## config.mk

```make
export PLATFORM = sky130hd
export DESIGN_NAME = ddsw_top
export DESIGN_NICKNAME = d
export VERILOG_FILES = /design/src/ddsw_pkg.sv /design/src/ddsw_top.sv
export SDC_FILE = /design/constraint.sdc
export NUM_CORES = 1
export LEC_CHECK = 0
export BUFFER_PORTS_ARGS = -buffer_cell sky130_fd_sc_hd__buf_2
export CORE_MARGIN = 4
export CORE_UTILIZATION = 50
export CTS_BUF_LIST = sky130_fd_sc_hd__clkbuf_8
export CTS_CLUSTER_DIAMETER = 50
export DETAILED_ROUTE_END_ITERATION = 8
export PLACE_DENSITY_LB_ADDON = 0.2
export RECOVER_POWER = 25
export SLEW_MARGIN = 20
export SYNTH_ARGS = -nofsm -noshare
export SYNTH_HDL_FRONTEND = slang
export SYNTH_SLANG_ARGS = --single-unit
```

## constraint.sdc

```tcl
create_clock -name hclk -period 2.9 [get_ports hclk]
set_input_delay 0.725 -clock hclk [delete_from_list [all_inputs] [get_ports hclk]]
set_output_delay 0.725 -clock hclk [all_outputs]
set_load 0.02 [all_outputs]
```

## src/ddsw_pkg.sv

```systemverilog
// Constants, field positions and state codes for the DLL switch and clock change logic.
// Assumes a single 100 MHz clock domain and a 32-bit AHB-Lite register port.
package ddsw_pkg;

    // Clock rate and conversion of a least time in ns to whole cycles, never below one.
    localparam int CLK_MHZ = 100;
    function automatic int ns_to_cyc(input int ns);
        int c;
        c = (ns * CLK_MHZ + 999) / 1000;
        return (c < 1) ? 1 : c;
    endfunction : ns_to_cyc

    // Default waits as times, then as cycle counts.
    localparam int SR_ENTRY_HOLD_NS = 10;
    localparam int SR_EXIT_NS       = 180;
    localparam int SR_ABORT_NS      = 120;
    localparam int DLL_LOCK_NS      = 5000;
    localparam int REF_INTERVAL_NS  = 7800;
    localparam int REF_BUSY_NS      = 350;
    localparam int SR_ENTRY_HOLD_CYC = ns_to_cyc(SR_ENTRY_HOLD_NS);
    localparam int SR_EXIT_CYC       = ns_to_cyc(SR_EXIT_NS);
    localparam int SR_ABORT_CYC      = ns_to_cyc(SR_ABORT_NS);
    localparam int DLL_LOCK_CYC      = ns_to_cyc(DLL_LOCK_NS);
    localparam int REF_INTERVAL_CYC  = ns_to_cyc(REF_INTERVAL_NS);
    localparam int REF_BUSY_CYC      = ns_to_cyc(REF_BUSY_NS);

    // Register byte offsets.
    localparam logic [7:0] REG_STATUS = 8'h00;
    localparam logic [7:0] REG_TIM0   = 8'h04;
    localparam logic [7:0] REG_TIM1   = 8'h08;
    localparam logic [7:0] REG_TIM2   = 8'h0C;
    localparam logic [7:0] REG_REFCNT = 8'h10;

    // Status register bit positions.
    localparam int ST_DLL_EN   = 0;
    localparam int ST_LOCKED   = 1;
    localparam int ST_IN_SR    = 2;
    localparam int ST_CLK_FREE = 3;
    localparam int ST_READY    = 4;
    localparam int ST_LAT_OK   = 5;
    localparam int ST_ABORTED  = 6;

    // Mode register numbers and bit positions.
    localparam logic [2:0] MR_ZERO  = 3'h0;
    localparam logic [2:0] MR_ONE   = 3'h1;
    localparam logic [2:0] MR_TWO   = 3'h2;
    localparam logic [2:0] MR_FOUR  = 3'h4;
    localparam logic [2:0] MR_SIX   = 3'h6;
    localparam int DLL_ENABLE_BIT   = 0;
    localparam int DLL_RESET_BIT    = 8;
    localparam int SR_ABORT_BIT     = 9;

    // Latency codes for the only pair needed with the DLL off (read 10, write 9).
    localparam logic [3:0] RL_CAS_10_CODE = 4'h1;
    localparam logic [2:0] WL_CAS_9_CODE  = 3'h0;

    // One-hot sequencer states.
    typedef enum logic [3:0] {
        S_IDLE    = 4'b0001,
        S_SR_HOLD = 4'b0010,
        S_SR      = 4'b0100,
        S_EXIT    = 4'b1000
    } ddsw_state_t;

endpackage : ddsw_pkg

```

## src/ddsw_top.sv

```systemverilog
// DLL on/off switching and clock-change tracking inside the DRAM, with AHB-Lite status port.
// Assumes the command pins arrive from outside the hclk domain and are synchronised here.
//
// Functional notes
// Mode-one bit zero written 0 disables DLL.
// Controller idles, precharges, terminations off first.
// Controller waits mode delay, enters self refresh.
// Controller holds clock stable before self refresh exit.
// Controller holds CKE high through mode delay.
// Only calibration and latency writes after fast delay.
// Abort bit stops refresh, no count, short delay.
// Controller refreshes once more before reentering.
// Array commands wait full exit delay; with abort enabled, cmd_ready rises after the abort delay instead.
// DLL-on switch starts idle, changes clock in refresh.
// Controller holds CKE and termination until lock.
// Controller enables DLL, then resets it.
// Controller waits lock and calibration times.
// Clock changes only during self refresh.
// After entry hold, device ignores clock.
// Parity latency off before faster clock.
// Late latency updates finish before leaving idle.
// Lock-time write before entry relocks at exit.
// Frequency stays within speed grade limits.
// Controller reprograms latencies for new clock.
// DLL off supports read 10, write 9 only.
// Controller drives deselect during exit delay.
// Each wait is a programmable cycle counter.
`timescale 1ns/100ps
`default_nettype none
module ddsw_top #(
    parameter int ADDR_W = 18
) (
    // Clock and reset.
    input  wire logic              hclk,
    input  wire logic              hresetn,
    // AHB-Lite slave.
    input  wire logic              hsel,
    input  wire logic [31:0]       haddr,
    input  wire logic [1:0]        htrans,
    input  wire logic              hwrite,
    input  wire logic [2:0]        hsize,
    input  wire logic [31:0]       hwdata,
    input  wire logic              hready,
    output logic [31:0]            hrdata,
    output logic                   hreadyout,
    output logic                   hresp,
    // Command pins from the controller.
    input  wire logic              cke,
    input  wire logic              cs_n,
    input  wire logic              act_n,
    input  wire logic              ras_n,
    input  wire logic              cas_n,
    input  wire logic              we_n,
    input  wire logic [2:0]        mr_sel,
    input  wire logic [ADDR_W-1:0] addr,
    // Device state.
    output logic                   dll_enabled,
    output logic                   dll_locked,
    output logic                   in_self_refresh,
    output logic                   clock_free,
    output logic                   cmd_ready
);

    localparam int PW = ADDR_W + 9;

    // Two-flop synchroniser for the command pins; only the second stage is read.
    logic [PW-1:0] pin_s1_q;
    logic [PW-1:0] pin_s2_q;
    always_ff @(posedge hclk or negedge hresetn) begin
        if (!hresetn) begin
            pin_s1_q <= '0;
            pin_s2_q <= '0;
        end else begin
            pin_s1_q <= {cke, cs_n, act_n, ras_n, cas_n, we_n, mr_sel, addr};
            pin_s2_q <= pin_s1_q;
        end
    end

    // Decoded command fields and the previous clock enable level.
    logic              cke_prev_q;
    wire               p_cke  = pin_s2_q[PW-1];
    wire  [4:0]        p_cmd  = pin_s2_q[PW-2:PW-6];
    wire  [2:0]        p_mr   = pin_s2_q[ADDR_W+2:ADDR_W];
    wire  [ADDR_W-1:0] p_addr = pin_s2_q[ADDR_W-1:0];
    wire               cmd_mrs = p_cke && cke_prev_q && (p_cmd == 5'b01000);
    wire               cmd_sre = !p_cke && cke_prev_q && (p_cmd == 5'b01001);
    wire               cmd_srx = p_cke && !cke_prev_q;

    // Sequencer and counters.
    ddsw_pkg::ddsw_state_t state_q, state_d;
    logic [15:0] cnt_q;
    logic [15:0] lock_cnt_q;
    logic [15:0] ref_tmr_q;
    logic [15:0] ref_busy_q;
    logic [31:0] ref_count_q;
    logic        dll_en_q, locked_q, abort_en_q, mr6_new_q, aborted_q;
    logic [3:0]  rl_code_q;
    logic [2:0]  wl_code_q;
    // Programmable waits (entry hold, exit, abort, lock, refresh interval, refresh busy).
    logic [15:0] t_hold_q, t_exit_q, t_abort_q, t_lock_q, t_rint_q, t_rbusy_q;

    wire cnt_done   = (cnt_q == 16'h0000);
    wire ref_active = (ref_busy_q != 16'h0000);
    wire in_sr      = (state_q == ddsw_pkg::S_SR_HOLD) || (state_q == ddsw_pkg::S_SR);
    wire srx_ok     = cmd_srx && in_sr;
    // With the DLL off only the one latency pair is supported.
    wire lat_ok     = dll_en_q || ((rl_code_q == ddsw_pkg::RL_CAS_10_CODE)
                      && (wl_code_q == ddsw_pkg::WL_CAS_9_CODE));
    wire relock_go  = (cmd_mrs && (p_mr == ddsw_pkg::MR_ZERO)
                      && p_addr[ddsw_pkg::DLL_RESET_BIT])
                      || (srx_ok && mr6_new_q);

    // Next-state logic: entry hold, self refresh, exit wait.
    always_comb begin
        state_d = state_q;
        case (state_q)
            ddsw_pkg::S_IDLE:    if (cmd_sre) state_d = ddsw_pkg::S_SR_HOLD;
            ddsw_pkg::S_SR_HOLD: if (cmd_srx) state_d = ddsw_pkg::S_EXIT;
                                 else if (cnt_done) state_d = ddsw_pkg::S_SR;
            ddsw_pkg::S_SR:      if (cmd_srx) state_d = ddsw_pkg::S_EXIT;
            ddsw_pkg::S_EXIT:    if (cnt_done) state_d = ddsw_pkg::S_IDLE;
            default:             state_d = ddsw_pkg::S_IDLE;
        endcase
    end

    // State counter: loads entry hold on entry, exit or abort delay on exit.
    always_ff @(posedge hclk or negedge hresetn) begin
        if (!hresetn) begin
            state_q    <= ddsw_pkg::S_IDLE;
            cnt_q      <= 16'h0000;
            cke_prev_q <= 1'b0;
        end else begin
            state_q    <= state_d;
            cke_prev_q <= p_cke;
            if (cmd_sre && state_q == ddsw_pkg::S_IDLE) begin
                cnt_q <= t_hold_q;
            end else if (srx_ok) begin
                cnt_q <= abort_en_q ? t_abort_q : t_exit_q;
            end else if (!cnt_done) begin
                cnt_q <= cnt_q - 16'h0001;
            end
        end
    end

    // Mode register shadows; the DLL enable bit is stored as written.
    always_ff @(posedge hclk or negedge hresetn) begin
        if (!hresetn) begin
            dll_en_q   <= 1'b1;
            abort_en_q <= 1'b0;
            mr6_new_q  <= 1'b0;
            rl_code_q  <= 4'h0;
            wl_code_q  <= 3'h0;
        end else begin
            if (cmd_mrs && p_mr == ddsw_pkg::MR_ONE) begin
                dll_en_q <= p_addr[ddsw_pkg::DLL_ENABLE_BIT];
            end
            if (cmd_mrs && p_mr == ddsw_pkg::MR_FOUR) begin
                abort_en_q <= p_addr[ddsw_pkg::SR_ABORT_BIT];
            end
            if (cmd_mrs && p_mr == ddsw_pkg::MR_ZERO) begin
                rl_code_q <= {p_addr[6:4], p_addr[2]};
            end
            if (cmd_mrs && p_mr == ddsw_pkg::MR_TWO) begin
                wl_code_q <= p_addr[5:3];
            end
            // A lock-time write before entry is consumed by the automatic relock at exit.
            if (cmd_mrs && p_mr == ddsw_pkg::MR_SIX && state_q == ddsw_pkg::S_IDLE) begin
                mr6_new_q <= 1'b1;
            end else if (srx_ok) begin
                mr6_new_q <= 1'b0;
            end
        end
    end

    // DLL lock counter; a disable drops lock at once and a reset or relock restarts it.
    always_ff @(posedge hclk or negedge hresetn) begin
        if (!hresetn) begin
            lock_cnt_q <= 16'h0000;
            locked_q   <= 1'b0;
        end else begin
            if (cmd_mrs && p_mr == ddsw_pkg::MR_ONE && !p_addr[ddsw_pkg::DLL_ENABLE_BIT]) begin
                locked_q   <= 1'b0;
                lock_cnt_q <= 16'h0000;
            end else if (relock_go && dll_en_q) begin
                locked_q   <= 1'b0;
                lock_cnt_q <= t_lock_q;
            end else if (lock_cnt_q != 16'h0000) begin
                lock_cnt_q <= lock_cnt_q - 16'h0001;
                locked_q   <= (lock_cnt_q == 16'h0001) && dll_en_q;
            end
        end
    end

    // Self refresh engine; an abort at exit drops the refresh without counting it.
    always_ff @(posedge hclk or negedge hresetn) begin
        if (!hresetn) begin
            ref_tmr_q   <= 16'h0000;
            ref_busy_q  <= 16'h0000;
            ref_count_q <= 32'h0000_0000;
            aborted_q   <= 1'b0;
        end else begin
            if (srx_ok && abort_en_q && ref_active) begin
                ref_busy_q <= 16'h0000;
                aborted_q  <= 1'b1;
            end else if (ref_active) begin
                ref_busy_q <= ref_busy_q - 16'h0001;
                if (ref_busy_q == 16'h0001) begin
                    ref_count_q <= ref_count_q + 32'h0000_0001;
                end
            end else if (in_sr && ref_tmr_q == 16'h0000) begin
                ref_busy_q <= t_rbusy_q;
            end
            if (cmd_sre) begin
                aborted_q <= 1'b0;
            end
            if (!in_sr || ref_tmr_q == 16'h0000) begin
                ref_tmr_q <= t_rint_q;
            end else begin
                ref_tmr_q <= ref_tmr_q - 16'h0001;
            end
        end
    end

    // Registered device state outputs; the clock is free only after the entry hold.
    always_ff @(posedge hclk or negedge hresetn) begin
        if (!hresetn) begin
            dll_enabled     <= 1'b1;
            dll_locked      <= 1'b0;
            in_self_refresh <= 1'b0;
            clock_free      <= 1'b0;
            cmd_ready       <= 1'b0;
        end else begin
            dll_enabled     <= dll_en_q;
            dll_locked      <= locked_q;
            in_self_refresh <= in_sr;
            clock_free      <= (state_q == ddsw_pkg::S_SR);
            cmd_ready       <= (state_q == ddsw_pkg::S_IDLE);
        end
    end

    // AHB-Lite slave: zero wait states, reads sampled at the address phase.
    logic        wr_pend_q;
    logic [7:0]  wr_addr_q;
    wire         ahb_go = hsel && hready && htrans[1];
    wire  [7:0]  a_off  = {haddr[7:2], 2'b00};
    wire  [31:0] status_w = {25'h000_0000, aborted_q, lat_ok, (state_q == ddsw_pkg::S_IDLE),
                             (state_q == ddsw_pkg::S_SR), in_sr, locked_q, dll_en_q};
    wire  [31:0] rd_mux =
        (haddr[31:8] != 24'h00_0000)     ? 32'h0000_0000 :
        (a_off == ddsw_pkg::REG_STATUS) ? status_w :
        (a_off == ddsw_pkg::REG_TIM0)   ? {t_exit_q, t_hold_q} :
        (a_off == ddsw_pkg::REG_TIM1)   ? {t_lock_q, t_abort_q} :
        (a_off == ddsw_pkg::REG_TIM2)   ? {t_rbusy_q, t_rint_q} :
        (a_off == ddsw_pkg::REG_REFCNT) ? ref_count_q : 32'h0000_0000;

    // Bus phase tracking and read data.
    always_ff @(posedge hclk or negedge hresetn) begin
        if (!hresetn) begin
            wr_pend_q <= 1'b0;
            wr_addr_q <= 8'h00;
            hrdata    <= 32'h0000_0000;
            hreadyout <= 1'b1;
            hresp     <= 1'b0;
        end else begin
            wr_pend_q <= ahb_go && hwrite && (haddr[31:8] == 24'h00_0000);
            wr_addr_q <= a_off;
            hrdata    <= (ahb_go && !hwrite) ? rd_mux : 32'h0000_0000;
            hreadyout <= 1'b1;
            hresp     <= 1'b0;
        end
    end

    // Timing registers written in the data phase; each steers a sequencer, lock or refresh counter.
    always_ff @(posedge hclk or negedge hresetn) begin
        if (!hresetn) begin
            t_hold_q  <= 16'(ddsw_pkg::SR_ENTRY_HOLD_CYC);
            t_exit_q  <= 16'(ddsw_pkg::SR_EXIT_CYC);
            t_abort_q <= 16'(ddsw_pkg::SR_ABORT_CYC);
            t_lock_q  <= 16'(ddsw_pkg::DLL_LOCK_CYC);
            t_rint_q  <= 16'(ddsw_pkg::REF_INTERVAL_CYC);
            t_rbusy_q <= 16'(ddsw_pkg::REF_BUSY_CYC);
        end else if (wr_pend_q) begin
            if (wr_addr_q == ddsw_pkg::REG_TIM0) begin
                t_hold_q <= hwdata[15:0];
                t_exit_q <= hwdata[31:16];
            end
            if (wr_addr_q == ddsw_pkg::REG_TIM1) begin
                t_abort_q <= hwdata[15:0];
                t_lock_q  <= hwdata[31:16];
            end
            if (wr_addr_q == ddsw_pkg::REG_TIM2) begin
                t_rint_q  <= hwdata[15:0];
                t_rbusy_q <= hwdata[31:16];
            end
        end
    end
endmodule : ddsw_top
`default_nettype wire
```

==> results summary <==
The commonest cells after synthesis are 266 x sky130_fd_sc_hd__dfrtp_1, 134 x sky130_fd_sc_hd__mux2_2, 98 x sky130_fd_sc_hd__nor2_1. The number of storage elements in the synthesis netlist came out at 287. The share of synthesized area in the top cell type comes to 0.5206.

The post-detailed-placement cell area came out at 13920 sq um. Power spread over the standard cell area amounts to 621.2 nW/um^2. The number of buffers on the longest clock path is 3. Derived from the worst setup path, the maximum achievable clock frequency is 393.5 MHz. For this run the aggregate overflow at the end of global routing stands at 0. The most used standard cell by instance count after synthesis is sky130_fd_sc_hd__dfrtp_1.

Traced cell by cell, the critical path runs through or3_1 > or3_1 > or3_1 > or3_1 > a31oi_1. The number of H-tree levels is 2. Of all nets on the critical path, the largest fanout is 13. The overall via count from detail_route came out at 9023. The nature of the critical path startpoint is a flop. The fill cell total of the finished layout is 2094. In this design, the critical path's most frequently occurring cell is sky130_fd_sc_hd__or3_1. The routed design has 30.53 mm of wire. Final hold analysis gives a worst-case slack of 275.2 ps.

The maximum number of pins on one net before global-route repair is 82. The main flop type after synthesis is sky130_fd_sc_hd__dfrtp_1. The height of the die came out at 167.9 microns. The source-to-sink clock delay at the later pin of the worst-skew pair is 550 ps. The first-iteration detailed-routing DRC count is 717. The number of sinks driven by the clock tree is 287. The share of final-layout standard cells stronger than drive strength 1 is 0.3061. Clock tree synthesis inserted a total of 47 buffers. The number of vias per cell after detailed routing came out at 5.636. The number of warnings issued by yosys came out at 0. STA puts the critical path data arrival time at 3000 ps. Setup violations remaining at the end of the flow were counted as 0. The initial standard-cell utilization of the core is 0.5078. Data on the critical path is required at its endpoint by 3360 ps. The number of buffers inserted for hold repair after clock tree synthesis came out at 0. The post-synth design cell area came out at 12790 sq um.

At the end of routability-driven placement, the weighted congestion stood at 0.8843. The number of top-level design ports is 140. Grouping stages by cell kind, the critical path spends the most delay in simple AND/OR/NAND/NOR gates. The slew at the pin with the worst max-slew slack came out at 2116 ps.

The minimum clock period after layout came out at 2541 ps. By area the synthesized netlist is led by sky130_fd_sc_hd__dfrtp_1 52%, sky130_fd_sc_hd__mux2_2 12%, sky130_fd_sc_hd__dfstp_2 4.3%. The floorplan die width is 167.9 microns.

Setup repair after global routing left no endpoint under its margin. The number of instances in the synthesized netlist is 1082. The slowest stage of the critical path belongs to the cell sky130_fd_sc_hd__or3_1. The path class of the tightest hold or removal check is input pin to flop.

The number of buffers added for setup after CTS is 0. In the global route stage, overall resource usage came out at 0.2196. At the end of the flow, the number of nets in the layout was 1342. Across the routed clock network, the largest skew measured is 23.13 ps. The number of global-route vias before repair came out at 9122. The post-synthesis sequential area ratio is 0.5638.

The share of async-settable or async-resettable flops after synthesis is 1.000. CTS placed an instance of sky130_fd_sc_hd__clkbuf_8 at the clock tree root. The count of buffers inserted at the top-level ports came out at 121. Summing internal, switching and leakage power gives 9.280 mW. The largest area contributor in the netlist is sky130_fd_sc_hd__dfrtp_1.

The initial antenna violation count is 1. The final number of hold-violating endpoints was 0. The worst pin sits at a relative slew slack of -0.4104. The post-detailed-route wirelength per cell is 19.07 microns.

The number of enable flip-flop cells after synthesis came out at 0. The die covers 28190 sq um. The synthesized netlist net count came out at 1191.

The signed area change from the synthesized netlist to the final layout is 16.84%. Along the worst hold path, the cell count comes to 1. For the worst flop-to-flop path, the logic depth is 5. The core area is 25180 sq um. The setup check on the worst reg-to-reg path leaves a slack of 360 ps.

The final number of max-transition violations came out at 80. The initialized floorplan defines 58 standard-cell rows. The final reports fail on max-capacitance violations, max-slew violations. The number of design rule violations left after detail routing is 0.

The critical path is of the flop to flop type. The final antenna-violating net count is 0. The count of cell types in the netlist is 63. The number of diodes added for antenna fixing is 0. The worst setup path is captured at a flop.

In this design, the stage delay of the slowest critical-path cell is 560 ps. The mean cell area of the mapped netlist is 11.82 sq um. The number of max-cap violations came out at 1. The flow ran to the end, but the final reports show violations. The number of detailed-route iterations in the first pass came out at 7.

The critical path depth is 5. Summed over all cells, the static leakage comes to 6.796 nW. The post-route setup TNS came out at 0 ps. The number of buffer and inverter stages on the critical path came out at 0.

The CTS clock-pin slew for the worst setup and hold paths came out at 60 ps. TritonCTS built the clock tree. The maximum resistive drop on vdd came out at 0.4535 mV.

Once detailed placement completed, the half-perimeter wirelength came to 21.71 mm. The ratio of final minimum period to clock period is 0.8762. Summing all non-filler instances in the final layout gives an area of 14940 sq um.

The wire length of the first global-routing pass came out at 49.96 mm. The number of gates resized after cts came out at 0.
-- power by group --
part	internal, mW	total, mW	switching [mW]
Sequential	4.30	4.56	0.261
Clock	2.18	3.75	1.57
Combinational	0.476	0.973	0.497
Total	6.95	9.28	2.33
-- state kept, by name, indices dropped and copies added (netlist names), 4 cells and up --
signal	cells
hrdata	32
ref_count_q	32
pin_s1_q	17
pin_s2_q	17
cnt_q	16
lock_cnt_q	16
ref_busy_q	16
ref_tmr_q	16
t_abort_q	16
t_exit_q	16
t_hold_q	16
t_lock_q	16
t_rbusy_q	16
t_rint_q	16
wr_addr_q	6
rl_code_q	4
state_q	4
-- worst paths after layout --
path / from / to
max: cnt_q[4]$_DFFE_PN0P_ / cnt_q[1]$_DFFE_PN0P_
min: we_n / pin_s1_q[21]$_DFF_PN0_
max reg2reg: cnt_q[4]$_DFFE_PN0P_ / cnt_q[1]$_DFFE_PN0P_
min reg2reg: pin_s1_q[20]$_DFF_PN0_ / pin_s2_q[20]$_DFF_PN0_
max in group asynchronous: hresetn / cnt_q[7]$_DFFE_PN0P_
min in group asynchronous: hresetn / ref_tmr_q[11]$_DFF_PN0_
-- logic make-up after synthesis --
family / synth area share
AND/OR/NAND/NOR: 0.1335
multiplexers: 0.1376
AO/OA/AOI/OAI: 0.07721
other: 0.0005874
adder cells (fa/ha/maj): 0.007829
XOR/XNOR: 0.05686
buffers and inverters: 0.02270
flip-flops: 0.5638
-- metrics by stage --
stage / util / worst slack, ps / cells
after floorplan: - / 646.4 / 1082
after global placement: 0.5529 / 285.6 / 1514
after detailed placement: 0.5529 / 216.1 / 1514
after CTS: 0.5939 / 367.7 / 1601
after global routing: 0.5933 / 229.1 / 1601
final: 0.5933 / 358.9 / 1601
-- worst reg2reg max path, cell delays in order (launching register included) --
cell and delay (ps):
sky130_fd_sc_hd__dfrtp_1 400, sky130_fd_sc_hd__or3_1 460, sky130_fd_sc_hd__or3_1 450, sky130_fd_sc_hd__or3_1 560, sky130_fd_sc_hd__or3_1 400, sky130_fd_sc_hd__a31oi_1 180
-- placed cells by master, fill, tap and decap left out, types with 12 or more instances in the layout --
master / count
sky130_fd_sc_hd__clkbuf_8: 62
sky130_fd_sc_hd__inv_1: 34
sky130_fd_sc_hd__buf_4: 28
sky130_fd_sc_hd__o21ai_0: 32
sky130_fd_sc_hd__buf_2: 115
sky130_fd_sc_hd__nand2_1: 59
sky130_fd_sc_hd__a222oi_1: 25
sky130_fd_sc_hd__dfrtp_1: 266
sky130_fd_sc_hd__xnor2_1: 62
sky130_fd_sc_hd__or3_1: 13
sky130_fd_sc_hd__mux2i_1: 25
sky130_fd_sc_hd__dfstp_2: 20
sky130_fd_sc_hd__mux2_2: 134
sky130_fd_sc_hd__and3_1: 13
sky130_fd_sc_hd__nor4_1: 22
sky130_fd_sc_hd__o2bb2ai_1: 12
sky130_fd_sc_hd__nor2_1: 97
sky130_fd_sc_hd__nand3_1: 29
sky130_fd_sc_hd__a21oi_1: 27
sky130_fd_sc_hd__nor3_1: 26
sky130_fd_sc_hd__nand4_1: 16
sky130_fd_sc_hd__xor2_1: 21
-- metal layers --
metal	vias up	track usage	wire (microns)
li1	4236	-	-
met2	223	0.3407	14330
met3	45	0.04039	1606
met5	-	0	7
met4	2	0.06457	662
met1	4517	0.3192	13920
-- cell type report --
type | count | area, sq um | area share
flip-flops and latches | 287 | 7208 | 0.4825
inverters | 18 | 67.56 | 0.004523
repair buffers | 155 | 897.1 | 0.06005
clock inverters | 25 | 180.2 | 0.01206
multi-input cells | 724 | 5320 | 0.3561
well taps | 330 | 412.9 | 0.02764
clock buffers | 62 | 853.3 | 0.05712
Power figures use the tool's default switching activity.
